## config.mk

```make
export PLATFORM = sky130hd
export DESIGN_NAME = pcs_control_status
export DESIGN_NICKNAME = d
export VERILOG_FILES = /design/src/pcs_pkg.sv /design/src/pcs_control_status.sv
export SDC_FILE = /design/constraint.sdc
export NUM_CORES = 1
export LEC_CHECK = 0
export ABC_AREA = 1
export BUFFER_PORTS_ARGS = -buffer_cell sky130_fd_sc_hd__buf_2
export CORE_MARGIN = 5
export CORE_UTILIZATION = 30
export CTS_BUF_LIST = sky130_fd_sc_hd__clkbuf_8
export DETAILED_ROUTE_END_ITERATION = 12
export PLACE_DENSITY = 0.5
export RECOVER_POWER = 100
export SYNTH_ARGS = -nofsm -noshare
export SYNTH_HDL_FRONTEND = slang
export SYNTH_SLANG_ARGS = --single-unit
```

## constraint.sdc

```tcl
create_clock -name sys_clk -period 1.09 [get_ports sys_clk]
set_input_delay 0.218 -clock sys_clk [delete_from_list [all_inputs] [get_ports sys_clk]]
set_output_delay 0.218 -clock sys_clk [all_outputs]
set_load 0.02 [all_outputs]
```

## src/pcs_pkg.sv

```systemverilog
// Purpose: constants and types for the preamp control and status block
// Assumes: decoded serial register port, 4-bit register index, 8-bit data
// Notes: field layouts are given by the packed register structs
package pcs_pkg;
  localparam logic [3:0] OFS_FAULT = 4'h7;
  localparam logic [3:0] OFS_MEAS = 4'h8;
  localparam logic [3:0] OFS_MODE = 4'h9;
  localparam logic [3:0] OFS_COMP = 4'hb;
  localparam logic [3:0] OFS_TEST = 4'hc;
  localparam int PIN_W = 7;
  localparam int FAULT_N = 6;
  localparam logic [1:0] SEL_LOW_RANGE = 2'h0;
  localparam logic [1:0] SEL_TEMP = 2'h3;
  localparam logic TC_SEL_700NS = 1'b0;
  localparam logic TC_SEL_70NS = 1'b1;
  localparam logic [2:0] THRESH_4P00MV = 3'h0;
  localparam logic [2:0] THRESH_0P50MV = 3'h7;
  localparam logic [2:0] MASK_NONE = 3'h0;
  localparam logic [2:0] MASK_ALL = 3'h7;
  localparam logic [1:0] CS_BROADCAST = 2'h3;
  localparam logic [1:0] PM_SLEEP = 2'h0;
  localparam logic [1:0] PM_STANDBY = 2'h1;
  localparam logic [1:0] PM_ACTIVE = 2'h2;
  localparam logic [1:0] PM_TEST = 2'h3;
  typedef enum logic [2:0] {PWR_SLEEP, PWR_STANDBY, PWR_ACTIVE, PWR_TEST, PWR_STW_ONE, PWR_STW_TWO} pcs_power_e;
  typedef enum logic [1:0] {CONV_IDLE, CONV_BUSY, CONV_HOLD} pcs_conv_e;
  typedef struct packed {logic trig; logic [1:0] sel; logic [4:0] code;} pcs_meas_s;
  typedef struct packed {logic [3:0] rsv; logic [1:0] power; logic rstFn; logic level;} pcs_mode_s;
  typedef struct packed {logic [2:0] rsv; logic [2:0] thresh; logic tcSel; logic gate;} pcs_comp_s;
  typedef struct packed {logic rsv; logic [3:0] code; logic [2:0] mask;} pcs_fault_s;
  typedef struct packed {logic [5:0] rsv; logic flag; logic enable;} pcs_test_s;
  typedef struct packed {
    logic writeMode;
    logic faultLineLow;
    logic [1:0] chipSel;
    logic servoWriteN;
    logic dummyReset;
    logic fastRecovery;
  } pcs_pins_s;
  localparam pcs_meas_s MEAS_RST = '0;
  localparam pcs_mode_s MODE_RST = '0;
  localparam pcs_comp_s COMP_RST = '0;
  localparam pcs_fault_s FAULT_RST = '0;
  localparam pcs_test_s TEST_RST = '0;
  localparam logic [PIN_W-1:0] PIN_RST = 7'h48;
endpackage

```

## src/pcs_control_status.sv

```systemverilog
// Purpose: register bank and pin decode of the preamp control and status
// Assumes: register accesses arrive already deserialised, one strobe a word
// Notes: analog converter and fault detectors sit outside this block
module pcs_control_status (
  input wire logic sys_clk,
  input wire logic reset,
  input wire logic regWrite,
  input wire logic [3:0] regAddr,
  input wire logic [7:0] regWdata,
  output logic [7:0] regRdata,
  input wire pcs_pkg::pcs_pins_s pinIn,
  input wire logic tacOn,
  input wire logic [pcs_pkg::FAULT_N-1:0] faultDetect,
  input wire logic convReady,
  input wire logic [4:0] convCode,
  output logic convStart,
  output logic [1:0] convRange,
  output logic faultOut,
  output logic faultSink,
  output logic writeInhibit,
  output logic readerBiasOff,
  output logic passbandRaise,
  output logic dummyHeadSelect,
  output pcs_pkg::pcs_power_e powerMode,
  output logic compTcSel,
  output logic [2:0] compThresh,
  output logic sdataLevel5v
);
  import pcs_pkg::*;

  pcs_meas_s meas_ff;
  pcs_mode_s mode_ff;
  pcs_comp_s comp_ff;
  pcs_fault_s fault_ff;
  pcs_test_s test_ff;
  pcs_conv_e conv_ff;
  pcs_power_e power_ff;
  logic trigPrev_ff;
  logic convStart_ff;
  logic [1:0] convRange_ff;
  logic faultOut_ff;
  logic faultSink_ff;
  logic inhibit_ff;
  logic biasOff_ff;
  logic band_ff;
  logic dummyHead_ff;
  logic [7:0] rdata_ff;
  logic [PIN_W-1:0] s1_ff;
  logic [PIN_W-1:0] s2_ff;
  logic [PIN_W-1:0] s3_ff;
  logic [PIN_W-1:0] stable_ff;
  pcs_pins_s pins;
  logic [FAULT_N-1:0] maskVec;
  logic [FAULT_N-1:0] reported;
  logic [3:0] nxt_code;
  logic dummyCmd;
  logic regClear;
  logic wrMeas;
  logic wrMode;
  logic wrComp;
  logic wrFault;
  logic wrTest;
  logic forbidden;
  logic stwActive;
  logic trigRise;
  logic trigFall;
  logic funcSel;

  // pin synchronisers, a change counts once stages two and three agree
  for (genvar i = 0; i < PIN_W; i++) begin : g_sync
    always_ff @(posedge sys_clk) begin
      if (reset) begin
        s1_ff[i] <= PIN_RST[i];
        s2_ff[i] <= PIN_RST[i];
        s3_ff[i] <= PIN_RST[i];
        stable_ff[i] <= PIN_RST[i];
      end else begin
        s1_ff[i] <= pinIn[i];
        s2_ff[i] <= s1_ff[i];
        s3_ff[i] <= s2_ff[i];
        if (s2_ff[i] == s3_ff[i]) begin
          stable_ff[i] <= s3_ff[i];
        end
      end
    end
  end
  assign pins = stable_ff;

  // register decode
  assign dummyCmd = !mode_ff.rstFn && !pins.dummyReset;
  assign regClear = reset || dummyCmd;
  assign forbidden = pins.chipSel == CS_BROADCAST && pins.servoWriteN;
  assign wrMeas = regWrite && regAddr == OFS_MEAS;
  assign wrMode = regWrite && regAddr == OFS_MODE;
  assign wrComp = regWrite && regAddr == OFS_COMP;
  assign wrFault = regWrite && regAddr == OFS_FAULT;
  assign wrTest = regWrite && regAddr == OFS_TEST;
  assign trigRise = meas_ff.trig && !trigPrev_ff;
  assign trigFall = !meas_ff.trig && trigPrev_ff;

  // measurement register, result field loaded only by the converter and cleared on trigger fall
  always_ff @(posedge sys_clk) begin
    if (regClear) begin
      meas_ff <= MEAS_RST;
    end else begin
      if (wrMeas) begin
        meas_ff.trig <= regWdata[7];
        meas_ff.sel <= regWdata[6:5];
      end
      if (trigFall) begin
        meas_ff.code <= 5'h00;
      end else if (conv_ff == CONV_BUSY && convReady) begin
        meas_ff.code <= convCode;
      end
    end
  end

  // conversion sequencing
  always_ff @(posedge sys_clk) begin
    if (regClear) begin
      conv_ff <= CONV_IDLE;
      trigPrev_ff <= 1'b0;
      convStart_ff <= 1'b0;
      convRange_ff <= SEL_LOW_RANGE;
    end else begin
      trigPrev_ff <= meas_ff.trig;
      convStart_ff <= 1'b0;
      case (conv_ff)
        CONV_IDLE: begin
          if (trigRise) begin
            conv_ff <= CONV_BUSY;
            convStart_ff <= 1'b1;
            convRange_ff <= meas_ff.sel;
          end
        end
        CONV_BUSY: begin
          if (trigFall) begin
            conv_ff <= CONV_IDLE;
          end else if (convReady) begin
            conv_ff <= CONV_HOLD;
          end
        end
        CONV_HOLD: begin
          if (trigFall) begin
            conv_ff <= CONV_IDLE;
          end
        end
        default: begin
          conv_ff <= CONV_IDLE;
        end
      endcase
    end
  end

  // operating mode register, writes refused in the forbidden pin state
  always_ff @(posedge sys_clk) begin
    if (regClear) begin
      mode_ff <= MODE_RST;
    end else if (wrMode && !forbidden) begin
      mode_ff.level <= regWdata[0];
      mode_ff.rstFn <= regWdata[1];
      mode_ff.power <= regWdata[3:2];
    end
  end

  // compression register
  always_ff @(posedge sys_clk) begin
    if (regClear) begin
      comp_ff <= COMP_RST;
    end else if (wrComp) begin
      comp_ff.gate <= regWdata[0];
      comp_ff.tcSel <= regWdata[1];
      comp_ff.thresh <= regWdata[4:2];
      comp_ff.rsv[2] <= regWdata[7];
    end
  end

  // fault mask per class: code i+1 silences class i, all-ones silences all
  for (genvar i = 0; i < FAULT_N; i++) begin : g_mask
    assign maskVec[i] = fault_ff.mask == MASK_ALL || fault_ff.mask == 3'(i + 1);
  end
  assign reported = faultDetect & ~maskVec;

  always_comb begin
    nxt_code = 4'h0;
    for (int i = FAULT_N - 1; i >= 0; i--) begin
      if (reported[i]) begin
        nxt_code = 4'(i + 1);
      end
    end
  end

  // fault register, a new fault wins over a clearing mode write
  always_ff @(posedge sys_clk) begin
    if (regClear) begin
      fault_ff <= FAULT_RST;
    end else begin
      if (wrFault) begin
        fault_ff.mask <= regWdata[2:0];
      end
      if (|reported && fault_ff.code == 4'h0) begin
        fault_ff.code <= nxt_code;
      end else if (wrMode) begin
        fault_ff.code <= 4'h0;
      end
    end
  end

  // fault line level and linked protection
  always_ff @(posedge sys_clk) begin
    if (reset) begin
      faultOut_ff <= 1'b1;
      inhibit_ff <= 1'b0;
    end else begin
      faultOut_ff <= |reported ? pins.writeMode : !pins.writeMode;
      inhibit_ff <= faultDetect[0];
    end
  end

  // multiple-device-selected check
  assign stwActive = power_ff == PWR_STW_ONE || power_ff == PWR_STW_TWO;
  always_ff @(posedge sys_clk) begin
    if (regClear) begin
      test_ff <= TEST_RST;
      faultSink_ff <= 1'b0;
    end else begin
      if (wrTest) begin
        test_ff.enable <= regWdata[0];
      end
      faultSink_ff <= test_ff.enable && !stwActive;
      test_ff.flag <= test_ff.enable && !stwActive && pins.faultLineLow;
    end
  end

  // power mode decode
  always_ff @(posedge sys_clk) begin
    if (regClear) begin
      power_ff <= PWR_SLEEP;
    end else if (pins.servoWriteN) begin
      case (mode_ff.power)
        PM_SLEEP: power_ff <= PWR_SLEEP;
        PM_STANDBY: power_ff <= PWR_STANDBY;
        PM_ACTIVE: power_ff <= PWR_ACTIVE;
        default: power_ff <= PWR_TEST;
      endcase
    end else if (pins.chipSel == CS_BROADCAST && mode_ff.power == PM_ACTIVE) begin
      power_ff <= PWR_STW_ONE;
    end else if (pins.chipSel == CS_BROADCAST && mode_ff.power == PM_TEST) begin
      power_ff <= PWR_STW_TWO;
    end else begin
      power_ff <= PWR_SLEEP;
    end
  end

  // fast recovery and dummy reset pin decode
  always_ff @(posedge sys_clk) begin
    if (reset) begin
      biasOff_ff <= 1'b0;
      band_ff <= 1'b0;
      dummyHead_ff <= 1'b0;
    end else begin
      biasOff_ff <= pins.writeMode && pins.fastRecovery && !funcSel;
      band_ff <= funcSel && pins.fastRecovery && (!tacOn || comp_ff.gate);
      dummyHead_ff <= mode_ff.rstFn && pins.dummyReset && !pins.writeMode;
    end
  end

  // pin function select sits in the top bit of the compression register
  assign funcSel = comp_ff.rsv[2];

  // read back, unmapped indices read zero
  always_ff @(posedge sys_clk) begin
    if (reset) begin
      rdata_ff <= 8'h00;
    end else begin
      case (regAddr)
        OFS_MEAS: rdata_ff <= meas_ff;
        OFS_MODE: rdata_ff <= mode_ff;
        OFS_COMP: rdata_ff <= comp_ff;
        OFS_FAULT: rdata_ff <= fault_ff;
        OFS_TEST: rdata_ff <= test_ff;
        default: rdata_ff <= 8'h00;
      endcase
    end
  end

  assign regRdata = rdata_ff;
  assign convStart = convStart_ff;
  assign convRange = convRange_ff;
  assign faultOut = faultOut_ff;
  assign faultSink = faultSink_ff;
  assign writeInhibit = inhibit_ff;
  assign readerBiasOff = biasOff_ff;
  assign passbandRaise = band_ff;
  assign dummyHeadSelect = dummyHead_ff;
  assign powerMode = power_ff;
  assign compTcSel = comp_ff.tcSel;
  assign compThresh = comp_ff.thresh;
  assign sdataLevel5v = mode_ff.level;
endmodule

```

# Yosys cells after proc, flatten, opt, wreduce, memory -nomap -nowiden
# Cells that the tools add are included.
[word_totals]
ff_bits = 78
in_bits = 35
out_inout_bits = 25
elab_cells = 156
[op_classes]
n_eq_ne = 30
muxes = 20
bitwise = 3
n_reduce_logical = 49
[ops]
columns = ["operator", "n"]
rows = [
  ["$pmux 8 s5", 1],
  ["$mux 4", 7],
  ["$logic_and 1x1->1", 22],
  ["$eq 3x3->1 const B", 6],
  ["$eq 4x4->1 const B", 4],
  ["$mux 3", 4],
  ["$pmux 2 s3", 2],
  ["$logic_not 1->1", 9],
  ["$logic_or 1x1->1", 9],
  ["$eq 2x2->1 const B", 4],
  ["$mux 2", 4],
  ["$eq 1x1->1", 7],
  ["$and 6x6->6", 1],
  ["$eq 3x2->1 const B", 2],
  ["$not 6->6", 1],
  ["$reduce_or 6->1", 1],
  ["$eq 2x1->1 const B", 2],
  ["$eq 4x3->1 const B", 1],
  ["$logic_not 2->1", 2],
  ["$logic_not 4->1", 1],
  ["$ne 2x2->1 const B", 2],
  ["$reduce_or 2->1", 2],
  ["$eq 3x1->1 const B", 1],
  ["$ne 3x3->1 const B", 1],
  ["other kinds (5)", 6],
]

# Logic depth before layout (Yosys ltp)
[depth]
depth_word = 11
depth_mapped = 9
ltp_nobuf = 9

# Worst setup path after synthesis
# No wires, ideal clock.
[synth_timing]
path_kind = "register -> register"
start = "register fault_ff[2] (netlist name)"
end = "register faultOut_ff, in the netlist faultOut"
setup_ns = 0.117
t_arrival_ns = 1.045
required_ns = 0.973
path_slack_ns = -0.072
stages_incl_launch_ff = 7
cell_sequence = "dfxtp_1 nand3_2 nand3_2 nand3_2 nor2_4 xor2_1 nand2_1"
[synth_via]
elab_chain_cells = 6
elab_cells_between_ends = 17
classes_between = "eq/ne (7); mux (1); bitwise (2); reduce/logical (7)"
[synth_rtl]
columns = ["item", "line_no", "rtl"]
rows = [
  ["start, declared", "pcs_control_status.sv:34", "pcs_fault_s fault_ff;"],
  ["$eq 3x3->1 (tied with other cells)", "pcs_control_status.sv:180", "assign maskVec[i] = fault_ff.mask == MASK_ALL || fault_ff.mask == 3'(i + 1);"],
  ["$logic_or 1x1->1", "pcs_control_status.sv:180", ""],
  ["$not 6->6 *", "pcs_control_status.sv:182", "assign reported = faultDetect & ~maskVec;"],
  ["$and 6x6->6 *", "pcs_control_status.sv:182", ""],
  ["$reduce_or 6->1 *", "pcs_control_status.sv:215", "faultOut_ff <= |reported ? pins.writeMode : !pins.writeMode;"],
  ["$mux 1 *", "pcs_control_status.sv:215", ""],
  ["end signal, assigned", "pcs_control_status.sv:215", ""],
  ["end, declared", "pcs_control_status.sv:41", "logic faultOut_ff;"],
]
# Every way passes the cells marked *; elsewhere a longest branch is shown, timed or not.
# A chain may end at the register's enable or synchronous reset.

# Final worst setup path
[layout_timing]
start = "register stable_ff[1], in the netlist pins[1]"
end = "register power_ff[0], in the netlist powerMode[0]"
[layout_via]
elab_chain_cells = 3
[layout_rtl]
columns = ["item", "line_no", "rtl"]
rows = [
  ["start, declared", "pcs_control_status.sv:51", "logic [PIN_W-1:0] stable_ff;"],
  ["start signal, assigned by index", "pcs_control_status.sv:76", "stable_ff[i] <= PIN_RST[i];"],
  ["start signal, assigned by index", "pcs_control_status.sv:82", "stable_ff[i] <= s3_ff[i];"],
  ["$logic_not 1->1", "pcs_control_status.sv:90", "assign dummyCmd = !mode_ff.rstFn && !pins.dummyReset;"],
  ["$logic_and 1x1->1", "pcs_control_status.sv:90", ""],
  ["$logic_or 1x1->1", "pcs_control_status.sv:91", "assign regClear = reset || dummyCmd;"],
  ["end signal, assigned", "pcs_control_status.sv:238", "power_ff <= PWR_SLEEP;"],
  ["end signal, assigned", "pcs_control_status.sv:241", "PM_SLEEP: power_ff <= PWR_SLEEP;"],
  ["end signal, assigned", "pcs_control_status.sv:242", "PM_STANDBY: power_ff <= PWR_STANDBY;"],
  ["end, declared", "pcs_control_status.sv:37", "pcs_power_e power_ff;"],
]
# Every way passes these cells.

==> metrics.txt <==
status=finished with violations; violations in the final reports=negative setup slack; crit path buf inv count=3; Final GP Congestion=0.847; Worst-Skew Late Latency=0.35 ns; post-synth top area cell=dfxtp_1; nets=approximately 490; DIE AREA=11,700 µm²; worst reg-to-reg setup slack=-0.15 ns; H-Tree Depth=3; RSZ-0062 raised after global routing=yes; top-count cell post-synth=dfxtp_1; Post-synth EDFFs=0; DR iter-0 viols=64; DP Area=3540 µm²; Cells after Synth=349; Max Clock Skew=0.00692 ns; Async SR Flop Fraction=0; First-pass DRT Iterations=4; Slowest-stage cell, CP=dfxtp_1; CP cell instances=inv_2 -> a21oi_4 -> clkinvlp_4 -> buf_6 -> a211oi_2; Max FO, Critical Path=6; leakage=0.00170 µW; floorplan die width=108 µm; Max Slew Vio Count=0; DP HPWL=5460 µm; syn_area_per_cell=8.28 µm²; Final ANT Viol Nets=0; worst slew pin tran=0.525 ns; Num CTS Buffers=9; fin crit share=1.14; die outline height=about 110 µm; detailed-route DRC error count=0; final setup fails=23; MaxCap Viol Count=0; R2R cell count=5; CTS Buffer Depth=2; final core occ=0.460; worst hold slack=0.0508 ns; Via density=roughly 4.4; sequential fraction of the synthesis area=0.533; GRT Resource Usage Total=0.132; # IOs=60; fmax=806 MHz; CTS Root Cell=clkbuf_8; CTS tree=done; Slew HR=0.650; port bufs=slightly below 60; critical path depth in cells=5; core region area=9330 µm²; antenna violations before repair=0; Worst Slack Setup Final=-0.151 ns; family with the most delay on the worst path=buffers and inverters; final hold vios=0; synth top area cells=dfxtp_1 53%, inv_1 7.1%, a21oi_1 6.8%; Final Instance Area=4290 µm²; Yosys cell types=30; HP Class=input pin to flip-flop; largest net degree at the start of global routing=15; Synth Register Bits=77; gr ovfl total=0; Worst EP arrival=1.51 ns; synthesized net count=384; Clock Pin Slew Worst Setup and Hold Paths=0.08 ns; num rows=35; worst path required time=approximately 1.4 ns; WS Path Type=flip-flop to flip-flop; Synth top cells by count=77 x dfxtp_1, 55 x inv_1, 39 x a21oi_1; worst vdd ir=0.000792 V; crit start category=flip-flop; minimum clock period=1.24 ns; worst slack, placed=-0.148 ns; top_reg_cell synth=dfxtp_1; Post-Syn Area=2890 µm²; Antenna Cells=0; WHS Path Cells=2; wire length of the first global-routing pass=~12,000 µm; P per Cell Area=about 1400 nW/µm²; layout cells sized above 1=0.471; Synthesis Warnings=0; slowest stage delay, CP=0.35 ns; number of global-route vias before repair=around 2,500; CP endpoint kind=flip-flop; Area Growth Syn to Fin=48.5%; Synth top area share=0.533; drt total wl=7380 µm; total number of vias=2,561; drt wl/cell=12.6 µm; Starting Density=0.310; Sink Count=77
## layer usage
| metal | wire length (µm) | vias to the layer above | GRT usage |
|---|---|---|---|
| met2 | 3550 | 47 | 0.221 |
| met5 | 0 | - | 0 |
| met3 | 286 | 11 | 0.0382 |
| met4 | 115 | 0 | 0.0460 |
| met1 | 3430 | 1162 | 0.161 |
| li1 | - | 1341 | - |
## cells by family after synthesis
logic type	after synthesis	share of synthesized area
and+or+nand+nor	116	0.202
AOI/OAI and AO/OA	81	0.158
DFF	77	0.533
buffers and inverters	74	0.103
xor gates and xnor gates	1	0.00303
## where the power goes
group	internal, µW	leakage, µW	total, µW	switching (µW)
Clock	1760	0.000130	2840	1070
Sequential	2840	0.000632	2850	11.4
Combinational	138	0.000940	309	171
## metrics by stage
step / std cells / TNS (ns) / total power [µW]
6_report: 588 / -1.88 / 5990
5_1_grt: 588 / -4.85 / 6240
4_1_cts: 587 / -1.45 / 6070
3_5_place_dp: 560 / -2.46 / 3210
3_3_place_gp: 560 / -1.90 / 3210
2_1_floorplan: 349 / -0.00209 / 3050
## cells in the final DEF, fill, tap and decap left out, drive strengths merged, types with 13 or more instances in the layout
cell type,instances
nand2,36
buf,100
inv,64
clkbuf,13
o21ai,23
nand3,21
a21oi,41
dfxtp,77
nor2,40
## path summary, 6_finish.rpt
kind                        startpoint                       to
setup / recovery  pins[1]$_SDFFE_PP0N_  powerMode[0]$_SDFF_PP0_
hold / removal                pinIn[6]      s1_ff[6]$_SDFF_PP1_
setup reg to reg  pins[1]$_SDFFE_PP0N_  powerMode[0]$_SDFF_PP0_
hold reg to reg    s1_ff[4]$_SDFF_PP0_      s2_ff[4]$_SDFF_PP0_
## sequential cells by signal (all words and copies together) (netlist names), 2 cells and up
register and cells:
meas_ff 8, regRdata 8, pins 7, s1_ff 7
s2_ff 7, s3_ff 7, fault_ff 6, compThresh 3
mode_ff 3, powerMode 3, comp_ff 2, convRange 2
conv_ff 2, test_ff 2
## layout make-up
cell class                 instances  area [µm²]
timing repair buffer             104         728
fill                             916        5030
inverter                          64         251
clock buffer                       9         124
sequential                        77        1570
multi-input combinational        198        1320
tap                              129         161
clock inverter                     7         145
## repair_timing
action	in CTS	in global routing
pin swaps	15	9
gates resized for setup	52	62
setup endpoints to repair	21	49
setup buffers	11	4
hold buffers	0	0
gates cloned	0	1
Note: power is estimated with default switching activity, not from simulation.
